--- src/design/ssim_map.vh ---
// register map and field layout of the serial sync interrupt mask block
`ifndef SSIM_MAP_VH
`define SSIM_MAP_VH
`define SSIM_ADDR_W 8
`define SSIM_WORD_LSB 2
`define SSIM_LANE0 0
`define SSIM_LANE1 1
`define SSIM_LANE0_W 8
`define SSIM_LANE1_W 4
`define SSIM_OFF_STATUS 8'h00
`define SSIM_OFF_ENABLE 8'h04
`define SSIM_OFF_DISABLE 8'h08
`define SSIM_OFF_MASK 8'h0C
`define SSIM_OFF_IRQ_STAT 8'h10
`define SSIM_OFF_IRQ_MASK 8'h14
`define SSIM_NSRC 12
`define SSIM_SRC_MSB 11
`define SSIM_B_TX_HOLDING_FREE 0
`define SSIM_B_TX_ALL_SENT 1
`define SSIM_B_TX_TRANSFER_END 2
`define SSIM_B_TX_BUFFERS_EXHAUSTED 3
`define SSIM_B_RX_WORD_AVAILABLE 4
`define SSIM_B_RX_OVERRUN 5
`define SSIM_B_RX_TRANSFER_END 6
`define SSIM_B_RX_BUFFERS_EXHAUSTED 7
`define SSIM_B_COMPARE_MATCH_A 8
`define SSIM_B_COMPARE_MATCH_B 9
`define SSIM_B_TX_FRAME_SYNC 10
`define SSIM_B_RX_FRAME_SYNC 11
`define SSIM_STICKY_MASK 12'hF20
`define SSIM_MASK_RESET 12'h000
`define SSIM_RSVD_W 20
`define SSIM_RESP_OKAY 2'h0
`define SSIM_RESP_SLVERR 2'h2
`endif

--- src/design/ssim_sticky.v ---
// sticky status flags, set by events and cleared by a status read
`timescale 1ns/10ps
`default_nettype none
`include "ssim_map.vh"
module ssim_sticky
(
  input wire mclk,
  input wire rst,
  input wire [`SSIM_SRC_MSB:0] set_evt,
  input wire clr,
  output reg [`SSIM_SRC_MSB:0] flag_reg
);
  reg [`SSIM_SRC_MSB:0] flag_next;
  always @*
  begin
    // set wins over a clear in the same cycle
    flag_next = (clr ? {`SSIM_NSRC{1'b0}} : flag_reg) | set_evt;
  end
  always @(posedge mclk)
  begin
    if (rst)
      flag_reg <= {`SSIM_NSRC{1'b0}};
    else
      flag_reg <= flag_next;
  end
endmodule
`default_nettype wire

--- src/design/ssim_sync2.v ---
// two flip-flop synchroniser for a vector of level inputs
`timescale 1ns/10ps
`default_nettype none
`include "ssim_map.vh"
module ssim_sync2
(
  input wire mclk,
  input wire rst,
  input wire [`SSIM_SRC_MSB:0] din,
  output reg [`SSIM_SRC_MSB:0] dout_reg
);
  reg [`SSIM_SRC_MSB:0] meta_reg;
  always @(posedge mclk)
  begin
    if (rst)
    begin
      meta_reg <= {`SSIM_NSRC{1'b0}};
      dout_reg <= {`SSIM_NSRC{1'b0}};
    end
    else
    begin
      meta_reg <= din;
      dout_reg <= meta_reg;
    end
  end
endmodule
`default_nettype wire

--- src/design/ssim_top.v ---
// interrupt enable, disable and mask logic of the synchronous serial controller
`timescale 1ns/10ps
`default_nettype none
`include "ssim_map.vh"
module ssim_top
(
  input wire mclk,
  input wire rst,
  input wire s_axi_awvalid,
  output reg s_axi_awready,
  input wire [`SSIM_ADDR_W-1:0] s_axi_awaddr,
  input wire [2:0] s_axi_awprot,
  input wire s_axi_wvalid,
  output reg s_axi_wready,
  input wire [31:0] s_axi_wdata,
  input wire [3:0] s_axi_wstrb,
  output reg s_axi_bvalid,
  input wire s_axi_bready,
  output reg [1:0] s_axi_bresp,
  input wire s_axi_arvalid,
  output reg s_axi_arready,
  input wire [`SSIM_ADDR_W-1:0] s_axi_araddr,
  input wire [2:0] s_axi_arprot,
  output reg s_axi_rvalid,
  input wire s_axi_rready,
  output reg [31:0] s_axi_rdata,
  output reg [1:0] s_axi_rresp,
  input wire [`SSIM_SRC_MSB:0] src_level,
  input wire [`SSIM_SRC_MSB:0] src_pulse,
  output reg ssc_irq_reg,
  output reg ctrl_irq_reg
);

////////////////////////////////////////////////////////////////////////////////
// source conditioning

  wire [`SSIM_SRC_MSB:0] lvl_s;
  wire [`SSIM_SRC_MSB:0] pls_s;
  wire [`SSIM_SRC_MSB:0] status_flags;
  wire [`SSIM_SRC_MSB:0] ctl_flags;
  reg [`SSIM_SRC_MSB:0] pls_d_reg;
  reg [`SSIM_SRC_MSB:0] mask_reg;
  reg [`SSIM_SRC_MSB:0] mask_next;
  reg [`SSIM_SRC_MSB:0] ctl_mask_reg;
  reg [`SSIM_SRC_MSB:0] ctl_mask_next;
  reg [`SSIM_SRC_MSB:0] status_view;
  reg [`SSIM_SRC_MSB:0] sticky_set;
  reg [`SSIM_SRC_MSB:0] ctl_set;
  reg status_rd;
  reg ctl_rd;

  // source inputs come from another clock region, so both pass two flops
  ssim_sync2 u_sync_lvl
  (
    .mclk(mclk),
    .rst(rst),
    .din(src_level),
    .dout_reg(lvl_s)
  );

  ssim_sync2 u_sync_pls
  (
    .mclk(mclk),
    .rst(rst),
    .din(src_pulse),
    .dout_reg(pls_s)
  );

  always @(posedge mclk)
  begin
    if (rst)
      pls_d_reg <= {`SSIM_NSRC{1'b0}};
    else
      pls_d_reg <= pls_s;
  end

  // event bits: compares, syncs and the overrun load are rising edges
  always @*
  begin
    sticky_set = pls_s & ~pls_d_reg & `SSIM_STICKY_MASK;
  end

  // sticky event flags, cleared by a read of the status register
  ssim_sticky u_status
  (
    .mclk(mclk),
    .rst(rst),
    .set_evt(sticky_set),
    .clr(status_rd),
    .flag_reg(status_flags)
  );

  // the status view: level sources follow their inputs, events are sticky
  always @*
  begin
    status_view = (lvl_s & ~`SSIM_STICKY_MASK) | (status_flags & `SSIM_STICKY_MASK);
  end

////////////////////////////////////////////////////////////////////////////////
// axi4-lite write side

  reg aw_held_reg;
  reg w_held_reg;
  reg [`SSIM_ADDR_W-1:0] awaddr_reg;
  reg [31:0] wdata_reg;
  reg [3:0] wstrb_reg;
  wire wr_fire;
  wire aw_take;
  wire w_take;
  wire b_take;
  wire wr_enable;
  wire wr_disable;
  wire wr_irq_mask;
  wire [`SSIM_SRC_MSB:0] wr_bits;

  assign aw_take = s_axi_awvalid && s_axi_awready;
  assign w_take = s_axi_wvalid && s_axi_wready;
  assign b_take = s_axi_bvalid && s_axi_bready;
  // a write acts once, in the cycle both halves are held and no response is pending
  assign wr_fire = aw_held_reg && w_held_reg && !s_axi_bvalid;
  assign wr_enable = wr_fire && (awaddr_reg == `SSIM_OFF_ENABLE);
  assign wr_disable = wr_fire && (awaddr_reg == `SSIM_OFF_DISABLE);
  assign wr_irq_mask = wr_fire && (awaddr_reg == `SSIM_OFF_IRQ_MASK);
  // the low two lanes carry all twelve source bits; a missing lane leaves enable and disable alone but writes zeros to the irq mask
  assign wr_bits = wdata_reg[`SSIM_SRC_MSB:0]
    & {{`SSIM_LANE1_W{wstrb_reg[`SSIM_LANE1]}}, {`SSIM_LANE0_W{wstrb_reg[`SSIM_LANE0]}}};

  function addr_known;
    input [`SSIM_ADDR_W-1:0] a;
    begin
      addr_known = (a == `SSIM_OFF_STATUS) || (a == `SSIM_OFF_ENABLE)
        || (a == `SSIM_OFF_DISABLE) || (a == `SSIM_OFF_MASK)
        || (a == `SSIM_OFF_IRQ_STAT) || (a == `SSIM_OFF_IRQ_MASK);
    end
  endfunction

  // byte offsets below a word are ignored, so every register sits on an aligned word
  function [`SSIM_ADDR_W-1:0] word_addr;
    input [`SSIM_ADDR_W-1:0] a;
    begin
      word_addr = {a[`SSIM_ADDR_W-1:`SSIM_WORD_LSB], {`SSIM_WORD_LSB{1'b0}}};
    end
  endfunction

  always @(posedge mclk)
  begin
    if (rst)
    begin
      aw_held_reg <= 1'b0;
      w_held_reg <= 1'b0;
      awaddr_reg <= {`SSIM_ADDR_W{1'b0}};
      wdata_reg <= 32'h00000000;
      wstrb_reg <= 4'h0;
      s_axi_awready <= 1'b0;
      s_axi_wready <= 1'b0;
      s_axi_bvalid <= 1'b0;
      s_axi_bresp <= `SSIM_RESP_OKAY;
    end
    else
    begin
      // readies stand high while idle, so a request is taken at its first edge
      s_axi_awready <= !aw_held_reg;
      s_axi_wready <= !w_held_reg;
      if (aw_take)
      begin
        aw_held_reg <= 1'b1;
        awaddr_reg <= word_addr(s_axi_awaddr);
        s_axi_awready <= 1'b0;
      end
      if (w_take)
      begin
        w_held_reg <= 1'b1;
        wdata_reg <= s_axi_wdata;
        wstrb_reg <= s_axi_wstrb;
        s_axi_wready <= 1'b0;
      end
      if (wr_fire)
      begin
        s_axi_bvalid <= 1'b1;
        s_axi_bresp <= addr_known(awaddr_reg) ? `SSIM_RESP_OKAY : `SSIM_RESP_SLVERR;
      end
      if (b_take)
      begin
        s_axi_bvalid <= 1'b0;
        aw_held_reg <= 1'b0;
        w_held_reg <= 1'b0;
      end
    end
  end

////////////////////////////////////////////////////////////////////////////////
// mask registers

  // one mask bit per source for the ssc line, set and cleared by position; the irq mask for the ctrl line is written whole
  always @*
  begin
    mask_next = mask_reg;
    ctl_mask_next = ctl_mask_reg;
    if (wr_enable)
      mask_next = mask_reg | wr_bits;
    else if (wr_disable)
      mask_next = mask_reg & ~wr_bits;
    else if (wr_irq_mask)
      ctl_mask_next = wr_bits;
  end

  always @(posedge mclk)
  begin
    if (rst)
    begin
      mask_reg <= `SSIM_MASK_RESET;
      ctl_mask_reg <= `SSIM_MASK_RESET;
    end
    else
    begin
      mask_reg <= mask_next;
      ctl_mask_reg <= ctl_mask_next;
    end
  end

////////////////////////////////////////////////////////////////////////////////
// block-level interrupt status: rising edge of any status bit

  reg [`SSIM_SRC_MSB:0] view_d_reg;

  always @(posedge mclk)
  begin
    if (rst)
      view_d_reg <= {`SSIM_NSRC{1'b0}};
    else
      view_d_reg <= status_view;
  end

  always @*
  begin
    ctl_set = status_view & ~view_d_reg;
  end

  ssim_sticky u_ctl
  (
    .mclk(mclk),
    .rst(rst),
    .set_evt(ctl_set),
    .clr(ctl_rd),
    .flag_reg(ctl_flags)
  );

////////////////////////////////////////////////////////////////////////////////
// axi4-lite read side

  wire rd_take;
  wire [`SSIM_ADDR_W-1:0] rd_word;
  reg [31:0] rd_value;
  reg [1:0] rd_resp;

  assign rd_take = s_axi_arvalid && s_axi_arready;
  assign rd_word = word_addr(s_axi_araddr);

  always @*
  begin
    status_rd = rd_take && (rd_word == `SSIM_OFF_STATUS);
    ctl_rd = rd_take && (rd_word == `SSIM_OFF_IRQ_STAT);
  end

  // write-only registers fall through to zero with an okay response
  always @*
  begin
    rd_value = 32'h00000000;
    rd_resp = `SSIM_RESP_OKAY;
    if (rd_word == `SSIM_OFF_STATUS)
      rd_value = {{`SSIM_RSVD_W{1'b0}}, status_view};
    else if (rd_word == `SSIM_OFF_MASK)
      rd_value = {{`SSIM_RSVD_W{1'b0}}, mask_reg};
    else if (rd_word == `SSIM_OFF_IRQ_STAT)
      rd_value = {{`SSIM_RSVD_W{1'b0}}, ctl_flags};
    else if (rd_word == `SSIM_OFF_IRQ_MASK)
      rd_value = {{`SSIM_RSVD_W{1'b0}}, ctl_mask_reg};
    else if (!addr_known(rd_word))
      rd_resp = `SSIM_RESP_SLVERR;
  end

  // arready stays low while data waits, so one read at most is under way
  always @(posedge mclk)
  begin
    if (rst)
    begin
      s_axi_arready <= 1'b0;
      s_axi_rvalid <= 1'b0;
      s_axi_rdata <= 32'h00000000;
      s_axi_rresp <= `SSIM_RESP_OKAY;
    end
    else
    begin
      s_axi_arready <= !s_axi_rvalid;
      if (rd_take)
      begin
        s_axi_arready <= 1'b0;
        s_axi_rvalid <= 1'b1;
        s_axi_rdata <= rd_value;
        s_axi_rresp <= rd_resp;
      end
      else if (s_axi_rvalid && s_axi_rready)
        s_axi_rvalid <= 1'b0;
    end
  end

////////////////////////////////////////////////////////////////////////////////
// interrupt outputs
// both lines sit one edge behind the flags and masks that they combine

  always @(posedge mclk)
  begin
    if (rst)
    begin
      ssc_irq_reg <= 1'b0;
      ctrl_irq_reg <= 1'b0;
    end
    else
    begin
      ssc_irq_reg <= |(status_view & mask_reg);
      ctrl_irq_reg <= |(ctl_flags & ctl_mask_reg);
    end
  end

endmodule
`default_nettype wire

--- config.mk ---
export PLATFORM = sky130hd
export DESIGN_NAME = ssim_top
export DESIGN_NICKNAME = d
export VERILOG_FILES = /design/src/design/ssim_sticky.v /design/src/design/ssim_sync2.v /design/src/design/ssim_top.v
export VERILOG_INCLUDE_DIRS = /design/src /design/src/design
export SDC_FILE = /design/constraint.sdc
export NUM_CORES = 1
export LEC_CHECK = 0
export ABC_AREA = 1
export BUFFER_PORTS_ARGS = -buffer_cell sky130_fd_sc_hd__buf_2
export CAP_MARGIN = 25
export CORE_ASPECT_RATIO = 1.4
export CORE_MARGIN = 5
export CORE_UTILIZATION = 23
export DETAILED_ROUTE_END_ITERATION = 10
export GPL_TIMING_DRIVEN = 0
export PLACE_DENSITY = 0.53
export SLEW_MARGIN = 20
export SYNTH_ARGS = -nofsm -noshare
export SYNTH_HDL_FRONTEND = slang
export SYNTH_SLANG_ARGS = --single-unit
--- constraint.sdc ---
create_clock -name mclk -period 1.2 [get_ports mclk]
set_input_delay 0.12 -clock mclk [delete_from_list [all_inputs] [get_ports mclk]]
set_output_delay 0.12 -clock mclk [all_outputs]
set_load 0.01 [all_outputs]
==> reports/results.txt <==
Status - finished with violations
Failing checks - setup timing
WL/cell - 13.4 um
Drt total wl - 14,300 um
Area contributors post-synth - dfxtp_1 (50%), nor2_1 (8.8%), nand2_1 (7.0%), a21oi_1 (5.5%), inv_1 (4.5%)
Busiest grt layer - met2
I/O pins - 132
M3 GR Usage - 2.66%
Critical Path Fanout Max - 5
Filler Cell Count - 2,242
Post-synthesis sequential area ratio - 50.4%
DRC - 0
Synth area leader - dfxtp_1
Clock Sinks - 125
Final HPWL DP - 10,400 um
#FFs+latches synth - 125
Area Overhead vs Synth - 40.0%
Synth top area share - 50.4%
DR pass1 iterations - 4
Cell Area, Synth - 4960 um^2
Hold Path Cell Cnt - 3
Placer congestion estimate - 0.882
Core Area - 21,200 um^2
Critical Path RT - 1.47 ns
Sw Pwr - 2.42 mW
Fin util - 32.8%
Vias in the first global route - 4,330
Slew of the pin with the lowest slew margin - 0.650 ns
Mapped Cells - 645
Die Area - 24,600 um^2
Power Density - 1450 nW/um^2
Total power draw - 10.1 mW
Tmin final - 1.31 ns
RSZ-0062 raised after global routing - true
Final Non-Filler Cells - 1,067
Post-route ant nets - 0
Placed Cells - 990
CTS tree - built
RR Startpoint - awaddr_reg[5]
Pre-CTS setup slack - -0.271 ns
Reg area - 2510 um^2
Crit end category - flip-flop
IR drop worst, VDD - 0.000895 V
Die W - 134 um
Hold WC Path Type - primary input to flip-flop
Final WS setup - -0.109 ns
DR vias/cell - 4.22
Synth warnings - 0
Nets - 883
Clock Root Buffer - clkbuf_16
Final period util - 109%
Drt initial violations - 218
Crit start category - flip-flop
Comb pwr share - 8.1%
Post-synthesis cell type count - 28
R2R depth - 7
Relative slew margins - 56.7%
Max Clock Skew - 0.00598 ns
Multi-input combinational cell area - 2140 um^2
Later-pin clock latency in the skew report - 0.41 ns
Largest net degree at the start of global routing - 17
Global routing met2 resource utilization - 21.6%
Max Cap Viol - 0
Share of cells above drive strength 1 - 27.5%
Die height - 184 um
Hold Path Origin - s_axi_awaddr[7]
R2R Setup Slk - -0.11 ns
All-layer global routing usage - 11.7%
Internal power - 7.67 mW
Peak Freq - 764 MHz
Sequential share of power - 44.0%
First-pass GRT wire length - 22,400 um
Synthesized area per cell - 7.69 um^2
Antenna violations before repair - 0
Clock transition at path regs - 0.05 ns
Total gr overflow - 0
Final hold violation count - 0
Initial core utilization - 23.4%
CTS Buf Count - 17
Vias - 4,507
Pins Over Slew Limit - 0
Clk pwr share - 47.9%
H-tree depth - 4
Met1 Use GR - 12.9%
Leakage - 3.10 nW
Sw Ratio - 24.0%
Hold endpoint - awaddr_reg[7]
CP arrival - 1.57 ns
# setup viols final - 20
Clock buffer depth - 2
Crit Path Class - flip-flop to flip-flop
Port bufs - 64
FP Rows - 63
Antenna cell count - 0
-- cells in the mapped netlist (all sizes together) --
master and number:
dfxtp 125, nor2 122, nand2 95, inv 62, o21ai 61, a21oi 55, buf 45, nand3 27
nand4 26, clkbuf 12, o32ai 5, nor3 4, a211oi 2, a221oi 2, conb 1, o31ai 1
-- placed cells by master (no fill, tap or decap), types with 26 or more instances in the layout --
master,n
buf_4,33
nand4_1,26
o21ai_0,26
nor2_1,114
nand2_1,91
buf_2,76
dlygate4sd3_1,30
a21oi_1,42
dfxtp_1,117
inv_1,54
-- per-stage QoR --
step	cell area, um^2	setup TNS [ns]	hold slack, ns
2_1_floorplan	5040	0	0.227
3_3_place_gp	5690	-11.32	0.327
5_1_grt	6950	-3.19	0.0188
6_report	6950	-1.28	0.00887
3_5_place_dp	5690	-13.12	0.329
4_1_cts	6780	-0.930	0.00239
-- area by class of cell --
type	count	area share [%]
buffer	56	5.48
clock inverter	10	1.30
tap	260	4.68
clock buffer	22	6.83
inverter	62	3.42
timing repair buffer	110	11.3
multi-input combinational	422	30.9
sequential	125	36.2
-- worst max-delay path by stage --
stage	to	from
4_1_cts	flip-flop	awaddr_reg[5]
2_1_floorplan	flip-flop	awaddr_reg[6]
3_5_place_dp	flip-flop	awaddr_reg[5]
5_1_grt	flip-flop	s_axi_bvalid
6_report	flip-flop	awaddr_reg[5]
3_3_place_gp	flip-flop	awaddr_reg[5]
-- power groups by stage --
stage          Clock (mW)  Sequential, mW  Combinational [mW]
2_1_floorplan           0            4.48               0.454
3_3_place_gp            0            4.51               0.672
3_5_place_dp            0            4.51               0.680
4_1_cts              4.94            4.44               0.789
5_1_grt              5.11            4.46               0.918
6_report             4.84            4.44               0.814
-- layer usage --
| metal | wire length [um] | share of wire [%] |
|---|---|---|
| met5 | 0 | 0 |
| met4 | 382 | 2.7 |
| met3 | 561 | 3.9 |
| met2 | 7340 | 51 |
| met1 | 6050 | 42 |
-- critical path: stages (launching register included) --
cell and delay [ns]:
dfxtp_1 0.30, inv_2 0.07, nand3_4 0.13, nor2_4 0.15, nand3_4 0.11, clkbuf_8 0.17, o21ai_0 0.15, a21oi_1 0.08
-- cell families after synthesis --
| group | Yosys count | share of synthesized area (%) |
|---|---|---|
| AO/OA/AOI/OAI | 126 | 13.5 |
| buffers and inverters | 119 | 11.6 |
| flip-flops | 125 | 50.4 |
| other | 1 | 0.0756 |
| AND/OR/NAND/NOR | 274 | 24.4 |
-- what timing repair did --
action / 4_1_cts / 5_1_grt
hold buffers: 30 / 0
gates resized for setup: 59 / 42
setup buffers: 7 / 5
hold endpoints to repair: 30 / 0
pin swaps: 4 / 9
cloned: 3 / 1
setup endpoints to repair: 59 / 60
Note: power is estimated with default switching activity, not from simulation.
